`config.mk`:
```
export PLATFORM = sky130hd
export DESIGN_NAME = rpmc_bank
export DESIGN_NICKNAME = d
export VERILOG_FILES = /design/src/pkg/rpmc_pkg.sv /design/src/verilog/rpmc_bank.sv
export VERILOG_INCLUDE_DIRS = /design/src /design/src/pkg
export SDC_FILE = /design/constraint.sdc
export NUM_CORES = 1
export LEC_CHECK = 0
export BUFFER_PORTS_ARGS = -buffer_cell sky130_fd_sc_hd__buf_2
export CAP_MARGIN = 20
export CORE_MARGIN = 3
export CORE_UTILIZATION = 55
export DETAILED_ROUTE_END_ITERATION = 16
export PLACE_DENSITY = 0.8
export RECOVER_POWER = 25
export SLEW_MARGIN = 20
export SYNTH_ARGS = -nofsm -noshare
export SYNTH_HDL_FRONTEND = slang
export SYNTH_SLANG_ARGS = --single-unit
export TNS_END_PERCENT = 20
```
`constraint.sdc`:
```
create_clock -name clk_sys_i -period 2.3 [get_ports clk_sys_i]
set_input_delay 0.115 -clock clk_sys_i [delete_from_list [all_inputs] [get_ports clk_sys_i]]
set_output_delay 0.115 -clock clk_sys_i [all_outputs]
set_load 0.1 [all_outputs]
```
`src/pkg/rpmc_params.svh`:
```
/*
 Offsets, field positions and reset values of the reference priority and
 input monitor configuration registers.
 Assumes a byte-wide register port with byte offsets as printed.
*/
`ifndef RPMC_PARAMS_SVH
`define RPMC_PARAMS_SVH
`define RPMC_ADDR_W 8
`define RPMC_DATA_W 8
`define RPMC_OFS_PRIO_13_14 8'h1E
`define RPMC_OFS_IN1_MON 8'h20
`define RPMC_OFS_IN2_MON 8'h21
`define RPMC_OFS_SRC_SELECT 8'h4B
`define RPMC_BIT_PATH_SEL 4
`define RPMC_PRIO_MAIN_RST 8'hFE
`define RPMC_PRIO_SEC_RST 8'h00
`define RPMC_PRIO_MAIN_RST_LO 4'hE
`define RPMC_PRIO_SEC_RST_LO 4'h0
`define RPMC_MON_RST 2'h0
`define RPMC_PRIO_HI 3
`define RPMC_PRIO_LO 0
`define RPMC_BKT_HI 5
`define RPMC_BKT_LO 4
`define RPMC_PRIO_OFF 4'h0
`endif

```
`src/pkg/rpmc_pkg.sv`:
```
/*
 Types shared by the reference priority and monitor configuration bank.
 Assumes rpmc_params.svh supplies the numeric constants.
*/
package rpmc_pkg;
    typedef logic [3:0] rpmc_prio_t;
    typedef logic [1:0] rpmc_bucket_t;
    typedef enum logic [1:0] {
        RPMC_BKT_CFG0 = 2'h0,
        RPMC_BKT_CFG1 = 2'h1,
        RPMC_BKT_CFG2 = 2'h2,
        RPMC_BKT_CFG3 = 2'h3
    } rpmc_bucket_cfg_t;
endpackage

```
`src/verilog/rpmc_bank.sv`:
```
/*
 Register bank: input 13/14 priority with main and secondary path copies,
 path target select, and bucket choice for inputs 1 and 2.
 The input 14 half of the priority register is stored and read back only.
 Monitor registers keep only the bucket field; other bits read as zero.
 Unmapped offsets read zero and ignore writes.
 Assumes a single-cycle register port, read data one cycle after the strobe.
 Assumes no wait states; back-to-back strobes are taken.
 Assumes a select write takes effect for priority accesses from the next cycle.
 Assumes downstream selection and monitor logic sample the registered outputs.
*/
// Local design decision: the plain strobed port.
`timescale 1ns/100ps
`include "rpmc_params.svh"

module rpmc_bank (
    input wire logic clk_sys_i,
    input wire logic rst_i,
    input wire logic [`RPMC_ADDR_W-1:0] addr_i,
    input wire logic [`RPMC_DATA_W-1:0] wdata_i,
    input wire logic wr_i,
    input wire logic rd_i,
    output logic [`RPMC_DATA_W-1:0] rdata_o,
    output rpmc_pkg::rpmc_prio_t main_prio13_o,
    output rpmc_pkg::rpmc_prio_t sec_prio13_o,
    output logic main_in13_enable_o,
    output logic sec_in13_enable_o,
    output logic path_target_select_o,
    output rpmc_pkg::rpmc_bucket_t input1_bucket_choice_o,
    output rpmc_pkg::rpmc_bucket_t input2_bucket_choice_o
);
    import rpmc_pkg::*;

    // Stored register images
    logic [`RPMC_DATA_W-1:0] prio_main_reg;
    logic [`RPMC_DATA_W-1:0] prio_sec_reg;
    logic path_sel_reg;
    rpmc_bucket_t bkt1_reg;
    rpmc_bucket_t bkt2_reg;
    logic [`RPMC_DATA_W-1:0] rdata_next;
    // Write strobe per register
    logic wr_sel;
    logic wr_prio;
    logic wr_in1;
    logic wr_in2;

    // Nonzero code means input takes part in selection
    function automatic logic prio_enabled(input rpmc_prio_t p);
        prio_enabled = (p != `RPMC_PRIO_OFF);
    endfunction

    // Monitor register image: only bucket field is stored, rest reads zero
    function automatic logic [`RPMC_DATA_W-1:0] mon_image(input rpmc_bucket_t b);
        mon_image = '0;
        mon_image[`RPMC_BKT_HI:`RPMC_BKT_LO] = b;
    endfunction

    // Input 13 field of a priority register image
    function automatic rpmc_prio_t prio13_field(input logic [`RPMC_DATA_W-1:0] r);
        prio13_field = r[`RPMC_PRIO_HI:`RPMC_PRIO_LO];
    endfunction

    // Exact offset match, used by each write decode
    function automatic logic addr_hit(input logic [`RPMC_ADDR_W-1:0] a,
        input logic [`RPMC_ADDR_W-1:0] ofs);
        addr_hit = (a == ofs);
    endfunction

    // Write strobes decoded per register
    always_comb begin
        wr_sel = wr_i && addr_hit(addr_i, `RPMC_OFS_SRC_SELECT);
        wr_prio = wr_i && addr_hit(addr_i, `RPMC_OFS_PRIO_13_14);
        wr_in1 = wr_i && addr_hit(addr_i, `RPMC_OFS_IN1_MON);
        wr_in2 = wr_i && addr_hit(addr_i, `RPMC_OFS_IN2_MON);
    end

    // Path target select, only bit 4 stored
    always_ff @(posedge clk_sys_i) begin
        if (rst_i) begin
            path_sel_reg <= 1'b0;
        end else if (wr_sel) begin
            path_sel_reg <= wdata_i[`RPMC_BIT_PATH_SEL];
        end
    end

    // Main path copy, written while select is 0
    always_ff @(posedge clk_sys_i) begin
        if (rst_i) begin
            prio_main_reg <= `RPMC_PRIO_MAIN_RST;
        end else if (wr_prio && !path_sel_reg) begin
            prio_main_reg <= wdata_i;
        end
    end

    // Secondary path copy, written while select is 1
    always_ff @(posedge clk_sys_i) begin
        if (rst_i) begin
            prio_sec_reg <= `RPMC_PRIO_SEC_RST;
        end else if (wr_prio && path_sel_reg) begin
            prio_sec_reg <= wdata_i;
        end
    end

    // Input 1 bucket choice
    always_ff @(posedge clk_sys_i) begin
        if (rst_i) begin
            bkt1_reg <= `RPMC_MON_RST;
        end else if (wr_in1) begin
            bkt1_reg <= wdata_i[`RPMC_BKT_HI:`RPMC_BKT_LO];
        end
    end

    // Input 2 bucket choice, kept apart from input 1
    always_ff @(posedge clk_sys_i) begin
        if (rst_i) begin
            bkt2_reg <= `RPMC_MON_RST;
        end else if (wr_in2) begin
            bkt2_reg <= wdata_i[`RPMC_BKT_HI:`RPMC_BKT_LO];
        end
    end

    // Read mux; unmapped offsets read zero
    always_comb begin
        rdata_next = '0;
        case (addr_i)
            `RPMC_OFS_PRIO_13_14: begin
                rdata_next = path_sel_reg ? prio_sec_reg : prio_main_reg;
            end
            `RPMC_OFS_IN1_MON: begin
                rdata_next = mon_image(bkt1_reg);
            end
            `RPMC_OFS_IN2_MON: begin
                rdata_next = mon_image(bkt2_reg);
            end
            `RPMC_OFS_SRC_SELECT: begin
                rdata_next[`RPMC_BIT_PATH_SEL] = path_sel_reg;
            end
            default: begin
                rdata_next = '0;
            end
        endcase
    end

    // Read data valid only in the cycle after the read strobe
    always_ff @(posedge clk_sys_i) begin
        if (rst_i) begin
            rdata_o <= '0;
        end else if (rd_i) begin
            rdata_o <= rdata_next;
        end else begin
            rdata_o <= '0;
        end
    end

    // Main path priority for the selection logic
    always_ff @(posedge clk_sys_i) begin
        if (rst_i) begin
            main_prio13_o <= `RPMC_PRIO_MAIN_RST_LO;
        end else begin
            main_prio13_o <= prio13_field(prio_main_reg);
        end
    end

    // Secondary path priority for the selection logic
    always_ff @(posedge clk_sys_i) begin
        if (rst_i) begin
            sec_prio13_o <= `RPMC_PRIO_SEC_RST_LO;
        end else begin
            sec_prio13_o <= prio13_field(prio_sec_reg);
        end
    end

    // Main path input 13 takes part in selection
    always_ff @(posedge clk_sys_i) begin
        if (rst_i) begin
            main_in13_enable_o <= prio_enabled(`RPMC_PRIO_MAIN_RST_LO);
        end else begin
            main_in13_enable_o <= prio_enabled(prio13_field(prio_main_reg));
        end
    end

    // Secondary path input 13 takes part in selection
    always_ff @(posedge clk_sys_i) begin
        if (rst_i) begin
            sec_in13_enable_o <= prio_enabled(`RPMC_PRIO_SEC_RST_LO);
        end else begin
            sec_in13_enable_o <= prio_enabled(prio13_field(prio_sec_reg));
        end
    end

    // Path target select as seen by the selection logic
    always_ff @(posedge clk_sys_i) begin
        if (rst_i) begin
            path_target_select_o <= 1'b0;
        end else begin
            path_target_select_o <= path_sel_reg;
        end
    end

    // Input 1 monitor bucket
    always_ff @(posedge clk_sys_i) begin
        if (rst_i) begin
            input1_bucket_choice_o <= `RPMC_MON_RST;
        end else begin
            input1_bucket_choice_o <= bkt1_reg;
        end
    end

    // Input 2 monitor bucket
    always_ff @(posedge clk_sys_i) begin
        if (rst_i) begin
            input2_bucket_choice_o <= `RPMC_MON_RST;
        end else begin
            input2_bucket_choice_o <= bkt2_reg;
        end
    end
endmodule

```
==> flow_metrics.env, run 1 <==
export IMPL_antenna_found_initial=0
export IMPL_slew_headroom_pct=57.5
export IMPL_post_route_period_util_pct=75.7
export IMPL_synthTopCellsByCount="44 x dfxtp_1, 30 x nor2_1, 20 x mux2i_1, 10 x nor2b_1"
export IMPL_tns_ns=0
export IMPL_finalNetCount=215
export IMPL_area_growth_pct=16.5
export IMPL_crit_path_start="path_sel_reg$_SDFFE_PP0P_"
export IMPL_dp_hpwl_microns=2260
export IMPL_regToRegSetupSlack_ns=0.56
export IMPL_synthesis_area_sq_mm=0.00164
export IMPL_seq_power_share_pct=63.7
export IMPL_fmax_mhz=574
export IMPL_wirelength_microns=3040
export IMPL_hold_ws_ns=0.0115
export IMPL_ys_ff_latch=44
export IMPL_ir_drop_uv=431
export IMPL_cts_root_buf="clkbuf_4"
export IMPL_synth_edf_count=0
export IMPL_drt_iter0_markers=23
export IMPL_numClockSinks=44
export IMPL_grt_pass1_wl_microns=4950
export IMPL_worst_slew_pin_slew_ns=0.638
export IMPL_setup_viol=0
export IMPL_r2r_cells=4
export IMPL_die_w_microns=60.6
export IMPL_p_comb_share_pct=4.6
export IMPL_postCtsSetupRepairBufs=0
export IMPL_synthTopCellsByArea="dfxtp_1 54%, mux2i_1 12%, nor2_1 6.9%, nor2b_1 3.8%, nand4bb_4 3.4%"
export IMPL_postSynthAreaPerCell_sq_um=10.6
export IMPL_cts_buffer_depth=2
export IMPL_critical_path_top_delay_family="flip-flops"
export IMPL_die_y_microns=60.6
export IMPL_port_buffers=42
export IMPL_slew_viol_final=0
export IMPL_dr_total_vias=1208
export IMPL_worst_slack_ns=0.559
export IMPL_post_cts_resized=0
export IMPL_critPathLaunchType="flip-flop"
export IMPL_hp_class="input port to flip-flop"
export IMPL_endpoint_kind="flip-flop"
export IMPL_synth_cells=154
export IMPL_cts_reportedPaths_clkPinSlew_ns=0.12
export IMPL_initial_core_util_pct=58.4
export IMPL_drv_cap=0
export IMPL_cts_hold_buf=0
export IMPL_path_max_fanout=13
export IMPL_critical_path_buf_inv_count=0
export IMPL_diodes=0
export IMPL_critPathKind="flip-flop to flip-flop"
export IMPL_crit_chain="nand2_1 > nor3_4 > mux2i_1 > nor2_1"
export IMPL_num_rows=19
export IMPL_grt_setup_unrepaired="no"
export IMPL_seq_area_frac_synth_pct=53.7
export IMPL_post_drt_wl_per_cell_microns=13.4
export IMPL_crit_required_ns=2.52
export IMPL_crit_arrival_ns=1.96
export IMPL_power_mw=1.20
export IMPL_powerDensity_mw_per_mm2=627
export IMPL_overflow=0
export IMPL_r2r_start="path_sel_reg$_SDFFE_PP0P_"
export IMPL_top_level_ports=43
export IMPL_grt_max_degree=41
export IMPL_grt_use_total_pct=18.2
export IMPL_synth_nets=174
export IMPL_place_ws_ns=0.552
export IMPL_synthDistinctLibCells=27
export IMPL_fill_cells=222
export IMPL_r2r_end="prio_sec_reg[5]$_SDFFE_PP0P_"
export IMPL_vias_per_cell=5.32
export IMPL_yosysMostFrequentCell="dfxtp_1"
export IMPL_critPathCapture="prio_sec_reg[5]$_SDFFE_PP0P_"
export IMPL_hold_viol=0
export IMPL_synth_main_ff_cell="dfxtp_1"
export IMPL_drive_gt1_share_pct=29.6
export IMPL_cellInternalPower_uw=934
export IMPL_core_area_sq_mm=0.00281
export IMPL_p_leak_nw=0.832
export IMPL_gp_congestion=0.871
export IMPL_finalCriticalPeriod_ns=1.74
export IMPL_switching_share_pct=22.0
export IMPL_synthArstFlopShare_pct=0
export IMPL_cts_buffers=5
export IMPL_htree_levels=2
export IMPL_crit_slowest_cell="dfxtp_1"
export IMPL_yosys_warnings=0
export IMPL_yosysTopAreaCellShare_pct=53.7
export IMPL_p_switching_uw=264
export IMPL_drc=0
export IMPL_cts_tree="done"
export IMPL_firstDrtPassIters=4
export IMPL_antenna_left=0
export IMPL_status="complete, no violations"
export IMPL_clock_skew_ns=0.00566
export IMPL_die_area_sq_mm=0.00367
export IMPL_critPathMaxStageDelay_ns=0.69
export IMPL_grt_pass1_vias=1127
export IMPL_p_clk_share_pct=31.7
export IMPL_insertion_delay_ns=0.34
export IMPL_yosysTopAreaCell="dfxtp_1"
export IMPL_path_depth=4
## layout by cell type (no fill, tap or decap)
| cell type | n |
|---|---|
| mux2_2 | 4 |
| nor3_1 | 7 |
| nand4b_2 | 1 |
| clkbuf_8 | 1 |
| clkbuf_1 | 2 |
| nand2_1 | 1 |
| and4bb_2 | 2 |
| clkinvlp_4 | 1 |
| a2bb2oi_1 | 1 |
| dfxtp_1 | 44 |
| nand4b_1 | 1 |
| nand4bb_4 | 2 |
| nor2b_1 | 10 |
| inv_1 | 3 |
| nor3_4 | 1 |
| nor4_1 | 2 |
| and2_1 | 1 |
| nand2b_1 | 1 |
| clkbuf_4 | 5 |
| buf_2 | 41 |
| nand4_1 | 2 |
| a21oi_1 | 7 |
| nor3b_1 | 2 |
| a32oi_1 | 2 |
| mux2i_1 | 20 |
| or3_1 | 1 |
| nor2_1 | 30 |
| or4_1 | 1 |
## cell type report
class                   count  area [sq um]  share of cell area (%)
flip-flops and latches     44           881                    46.1
multi-input cells          99           707                    37.0
repair buffers             42           209                    10.9
clock buffers               7          55.1                    2.88
well taps                  31          38.8                    2.03
inverters                   3          11.3                   0.590
clock inverters             1          7.51                   0.393
## power by group through the flow
stage          Sequential (mW)  Clock [mW]  Combinational, mW
2_1_floorplan            0.781           0             0.0258
3_3_place_gp             0.780           0             0.0531
3_5_place_dp             0.780           0             0.0555
4_1_cts                  0.763       0.389             0.0557
5_1_grt                  0.763       0.419             0.0609
6_report                 0.763       0.380             0.0556
## stage by stage
step / std cells / utilization [%] / cell area [sq um]
final: 227 / 68.1 / 1910
after global routing: 227 / 68.1 / 1910
after CTS: 227 / 68.1 / 1910
after detailed placement: 219 / 65.9 / 1850
after global placement: 219 / 65.9 / 1850
after floorplan: 154 / - / 1640
## worst min-delay path, delay by kind of cell
family	cells	cell delay, ns
multiplexers	1	0.06
AND/OR/NAND/NOR	1	0.07
buffers and inverters	1	0.09
## worst min-delay path by stage
stage / startpoint / end / slack (ns) / cells after the start
floorplan: rst_i / main_prio13_o[1]$_SDFF_PP1_ / 0.22 / 2
global placement: wdata_i[7] / prio_sec_reg[7]$_SDFFE_PP0P_ / 0.37 / 3
detailed placement: wdata_i[2] / prio_sec_reg[2]$_SDFFE_PP0P_ / 0.37 / 3
CTS: wdata_i[2] / prio_sec_reg[2]$_SDFFE_PP0P_ / 0.004 / 3
global route: wdata_i[3] / prio_sec_reg[3]$_SDFFE_PP0P_ / 0.03 / 3
finish: wdata_i[2] / prio_sec_reg[2]$_SDFFE_PP0P_ / 0.01 / 3
## metal layers
layer | GRT usage, % | up-vias | share of wire, %
met5 | 0 | - | 0
met4 | 8.05 | 0 | 2.3
met3 | 6.17 | 8 | 4.9
met2 | 29.3 | 34 | 48
met1 | 22.2 | 550 | 45
li1 | - | 616 | -
## logic make-up after synthesis
| kind of cell | after synthesis | synth area share, % |
|---|---|---|
| AO/OA/AOI/OAI | 10 | 3.74 |
| AND/OR/NAND/NOR | 65 | 24.4 |
| multiplexers | 24 | 15.0 |
| flip-flops | 44 | 53.7 |
| buffers and inverters | 11 | 3.13 |
Power figures use the tool's default switching activity.
==> run 2: changes to the inputs <==
- CORE_UTILIZATION: 55 -> 46
- PLACE_DENSITY: 0.8 -> 0.71
- clock period: 2.3 -> 1.55 ns (I/O delays scaled with it)
==> run 2 against run 1 <==
Clock skew grew 0.0034 ns. Utilization shrank 8.3 points. Flip-flop and latch count is the same. Critical path type unchanged.
==> flow_metrics.env, run 2 (synthesized netlist as in run 1, its figures left out) <==
export IMPL_status="complete, no violations"
export IMPL_antenna_left=0
export IMPL_hold_viol=0
export IMPL_grt_max_degree=22
export IMPL_initial_core_util_pct=48.4
export IMPL_powerDensity_mw_per_mm2=884
export IMPL_r2r_cells=4
export IMPL_setup_viol=0
export IMPL_slew_headroom_pct=67.9
export IMPL_crit_required_ns=1.80
export IMPL_worstHoldPathCells=3
export IMPL_finalCriticalPeriod_ns=1.35
export IMPL_worst_slew_pin_slew_ns=0.477
export IMPL_num_rows=21
export IMPL_finalNetCount=225
export IMPL_die_area_sq_mm=0.00432
export IMPL_top_level_ports=43
export IMPL_die_y_microns=65.7
export IMPL_postCtsSetupRepairBufs=0
export IMPL_die_w_microns=65.7
export IMPL_port_buffers=42
export IMPL_overflow=0
export IMPL_stdcell_area_sq_mm=0.00203
export IMPL_numClockSinks=44
export IMPL_grt_pass1_wl_microns=5180
export IMPL_hold_ws_ns=0.0297
export IMPL_drt_iter0_markers=75
export IMPL_htree_levels=2
export IMPL_drive_gt1_share_pct=30.1
export IMPL_cts_buffers=5
export IMPL_cts_root_buf="clkbuf_4"
export IMPL_drv_cap=0
export IMPL_final_cell_mix="44 x dfxtp_1, 41 x buf_2, 30 x nor2_1"
export IMPL_endpoint_kind="flip-flop"
export IMPL_hp_class="input port to flip-flop"
export IMPL_vias_per_cell=4.93
export IMPL_ir_drop_uv=545
export IMPL_diodes=0
export IMPL_clock_skew_ns=0.00911
export IMPL_grt_pass1_vias=1141
export IMPL_critPathKind="flip-flop to flip-flop"
export IMPL_placed_area_sq_mm=0.00190
export IMPL_insertion_delay_ns=0.34
export IMPL_tns_ns=0
export IMPL_core_area_sq_mm=0.00339
export IMPL_fmax_mhz=741
export IMPL_post_drt_wl_per_cell_microns=12.4
export IMPL_dp_hpwl_microns=2340
export IMPL_grt_use_total_pct=15.9
export IMPL_firstDrtPassIters=4
export IMPL_dr_total_vias=1242
export IMPL_gp_congestion=0.798
export IMPL_antenna_found_initial=0
export IMPL_cts_tree="done"
export IMPL_slew_viol_final=0
export IMPL_critPathLaunchType="flip-flop"
export IMPL_path_max_fanout=10
export IMPL_area_growth_pct=23.7
export IMPL_post_route_period_util_pct=87.0
export IMPL_final_common_cell="dfxtp_1"
export IMPL_wirelength_microns=3120
export IMPL_cts_reportedPaths_clkPinSlew_ns=0.12
export IMPL_drc=0
export IMPL_cts_buffer_depth=2
export IMPL_grt_setup_unrepaired="no"
export IMPL_p_leak_nw=0.897
export IMPL_crit_arrival_ns=1.60
[run 2: path summary, 6_finish.rpt]
check | endpoint | from | slack, ns
setup reg to reg | rdata_o[5]$_SDFF_PP0_ | path_sel_reg$_SDFFE_PP0P_ | 0.20
hold / removal | rdata_o[4]$_SDFF_PP0_ | rd_i | 0.03
setup / recovery | rdata_o[5]$_SDFF_PP0_ | path_sel_reg$_SDFFE_PP0P_ | 0.20
hold reg to reg | main_in13_enable_o$_SDFF_PP1_ | prio_main_reg[3]$_SDFFE_PP1P_ | 0.49
[run 2: repair_timing]
| action | 4_1_cts | 5_1_grt |
|---|---|---|
| gates resized for setup | 0 | 1 |
| setup endpoints to repair | 0 | 3 |
| hold endpoints to repair | 10 | 0 |
| hold buffers | 6 | 0 |
[run 2: power by group]
part           total (mW)  switching, mW  leakage (nW)  internal (mW)
logic              0.0980         0.0518         0.510         0.0461
clock network       0.563          0.340        0.0315          0.222
registers            1.13       0.000355         0.355           1.13
[run 2: layer usage]
layer  vias up  track usage, %  share of wire [%]
li1        634               -                  -
met1       571            18.5                 44
met2        32            26.4                 48
met3         5            4.62                5.7
met4         0            7.77                1.5
met5         -               0                  0
[run 2: through the flow]
step	cells	utilization, %	power (mW)	worst slack [ns]
floorplan	154	-	1.20	0.301
global placement	238	56.0	1.24	0.207
detailed placement	238	56.0	1.24	0.142
CTS	252	59.6	1.81	0.123
global route	252	59.8	1.87	0.120
finish	252	59.8	1.79	0.201
[run 2: area by class of cell]
cell class | instances | area (sq um)
multi-input combinational | 99 | 716
clock inverter | 1 | 7.51
sequential | 44 | 881
inverter | 3 | 11.3
timing repair buffer | 52 | 299
fill | 303 | 1360
tap | 46 | 57.6
clock buffer | 7 | 55.1
[run 2: critical path, stage by stage (launching register included)]
cell and delay [ns]:
dfxtp_1 0.40, buf_4 0.23, mux2_2 0.35, a32oi_1 0.22
nor2_1 0.06
==> run 3: changes to the inputs <==
- CORE_ASPECT_RATIO: default -> 1.4
==> run 3 against run 2 <==
Sequential power hardly changed. Clock power is 62% higher. Non-clock buffer count is 7 lower. Critical path type unchanged. Setup slack worse by 0.079 ns. Hold slack better by 0.0026 ns. Critical endpoint is now rdata_o[4]$_SDFF_PP0_.
==> flow_metrics.env, run 3 (synthesized netlist as in run 1, its figures left out) <==
export IMPL_cts_root_buf="clkbuf_8"
export IMPL_grt_pass1_wl_microns=5630
export IMPL_grt_use_total_pct=16.7
export IMPL_antenna_found_initial=0
export IMPL_post_route_period_util_pct=92.2
export IMPL_multi_input_area_sq_um=716
export IMPL_area_growth_pct=22.7
export IMPL_cts_tree="done"
export IMPL_slew_viol_final=0
export IMPL_fin_cells=239
export IMPL_finalNetCount=218
export IMPL_drt_iter0_markers=17
export IMPL_setup_viol=0
export IMPL_worst_slack_ns=0.121
export IMPL_diodes=0
export IMPL_die_w_microns=56.5
export IMPL_tns_ns=0
export IMPL_dp_hpwl_microns=2420
export IMPL_seqCellArea_sq_um=881
export IMPL_top_level_ports=43
export IMPL_path_max_fanout=9
export IMPL_die_area_sq_mm=0.00433
export IMPL_hold_viol=0
export IMPL_finalCriticalPeriod_ns=1.43
export IMPL_powerDensity_mw_per_mm2=1060
export IMPL_critPathLaunchType="flip-flop"
export IMPL_switching_share_pct=20.6
export IMPL_crit_arrival_ns=1.63
export IMPL_drc=0
export IMPL_post_cts_resized=0
export IMPL_cts_buffer_depth=2
export IMPL_crit_slowest_cell="dfxtp_1"
export IMPL_post_drt_wl_per_cell_microns=13.9
export IMPL_drive_gt1_share_pct=31.7
export IMPL_fmax_mhz=700
export IMPL_grt_setup_unrepaired="no"
export IMPL_cts_hold_buf=0
export IMPL_critical_path_top_delay_family="flip-flops"
export IMPL_antenna_left=0
export IMPL_power_mw=2.13
export IMPL_endpoint_kind="flip-flop"
export IMPL_cts_reportedPaths_clkPinSlew_ns=0.08
export IMPL_fill_cells=319
export IMPL_worst_slew_pin_slew_ns=0.500
export IMPL_final_cell_mix="44 x dfxtp_1, 42 x buf_2, 30 x nor2_1"
export IMPL_cellInternalPower_mw=1.69
export IMPL_postCtsSetupRepairBufs=0
export IMPL_grt_max_degree=27
export IMPL_hp_class="input port to flip-flop"
export IMPL_dp_cells=231
export IMPL_critPathKind="flip-flop to flip-flop"
export IMPL_initial_core_util_pct=48.1
export IMPL_vias_per_cell=5.16
export IMPL_seq_power_share_pct=53.1
export IMPL_insertion_delay_ns=0.30
export IMPL_crit_chain="mux2_2 > a32oi_1 > a2bb2oi_1 > nor2_1"
export IMPL_overflow=0
export IMPL_crit_required_ns=1.75
export IMPL_drv_cap=0
export IMPL_numClockSinks=44
export IMPL_grt_pass1_vias=1231
export IMPL_utilization_pct=59.0
export IMPL_p_clk_share_pct=42.9
export IMPL_htree_levels=2
export IMPL_p_leak_nw=0.899
export IMPL_clock_skew_ns=0.00215
export IMPL_slew_headroom_pct=66.4
export IMPL_dr_total_vias=1233
export IMPL_num_rows=25
export IMPL_cts_buffers=5
export IMPL_die_y_microns=76.6
export IMPL_place_ws_ns=0.125
export IMPL_core_area_sq_mm=0.00341
export IMPL_gp_congestion=0.849
export IMPL_port_buffers=42
export IMPL_p_comb_share_pct=4.1
export IMPL_critical_path_buf_inv_count=0
export IMPL_ir_drop_uv=1250
export IMPL_final_common_cell="dfxtp_1"
export IMPL_firstDrtPassIters=4
export IMPL_status="complete, no violations"
export IMPL_wirelength_microns=3310
export IMPL_critPathMaxStageDelay_ns=0.55
export IMPL_p_switching_uw=439
==> run 3: cell count changes in the layout (fill, tap and decap cells not counted) <==
| cell | delta |
|---|---|
| clkbuf_4 | -5 |
| clkinvlp_4 | -1 |
| buf_2 | +1 |
| bufinv_16 | +1 |
| clkinv_4 | +1 |
| clkbuf_8 | +5 |
| clkbuf_1 | -2 |
| buf_4 | -1 |
| dlygate4sd3_1 | -6 |
==> run 3: worst paths after layout <==
kind	start	endpoint	depth (start not counted)	slack (ns)
setup / recovery	path_sel_reg$_SDFFE_PP0P_	rdata_o[4]$_SDFF_PP0_	4	0.12
hold / removal	wdata_i[6]	prio_sec_reg[6]$_SDFFE_PP0P_	3	0.03
setup reg to reg	path_sel_reg$_SDFFE_PP0P_	rdata_o[4]$_SDFF_PP0_	4	0.12
hold reg to reg	prio_main_reg[3]$_SDFFE_PP1P_	main_prio13_o[3]$_SDFF_PP1_	2	0.47
==> run 3: worst min-delay path, stage by stage <==
cell	delay, ns
buf_2	0.09
mux2i_1	0.06
nor2_1	0.08
==> run 3: metrics by stage <==
step                cell area, sq um  hold WS (ns)
CTS                             2000        0.0285
finish                          2010        0.0323
global placement                1880         0.329
floorplan                       1640         0.180
global route                    2010        0.0400
detailed placement              1880         0.345
==> run 3: power by group through the flow <==
stage	clock, mW	sequential [mW]	combinational [mW]
after floorplan	0	1.16	0.0382
after global placement	0	1.16	0.0805
after detailed placement	0	1.16	0.0848
after CTS	0.933	1.13	0.0847
after global routing	0.982	1.13	0.0935
final	0.913	1.13	0.0866
==> run 3: metal layers <==
layer  global-route usage (%)  routed length, microns
met1                     19.8                    1390
met2                     26.3                    1660
met3                     3.90                     163
met4                     11.4                     101
met5                        0                       0
==> run 3: layout make-up <==
class	instances	share of cell area (%)
Sequential cell	44	43.8
Inverter	3	0.560
Timing Repair Buffer	45	11.6
Clock buffer	6	4.10
Tap cell	40	2.49
Multi-Input combinational cell	99	35.6
Clock inverter	2	1.93
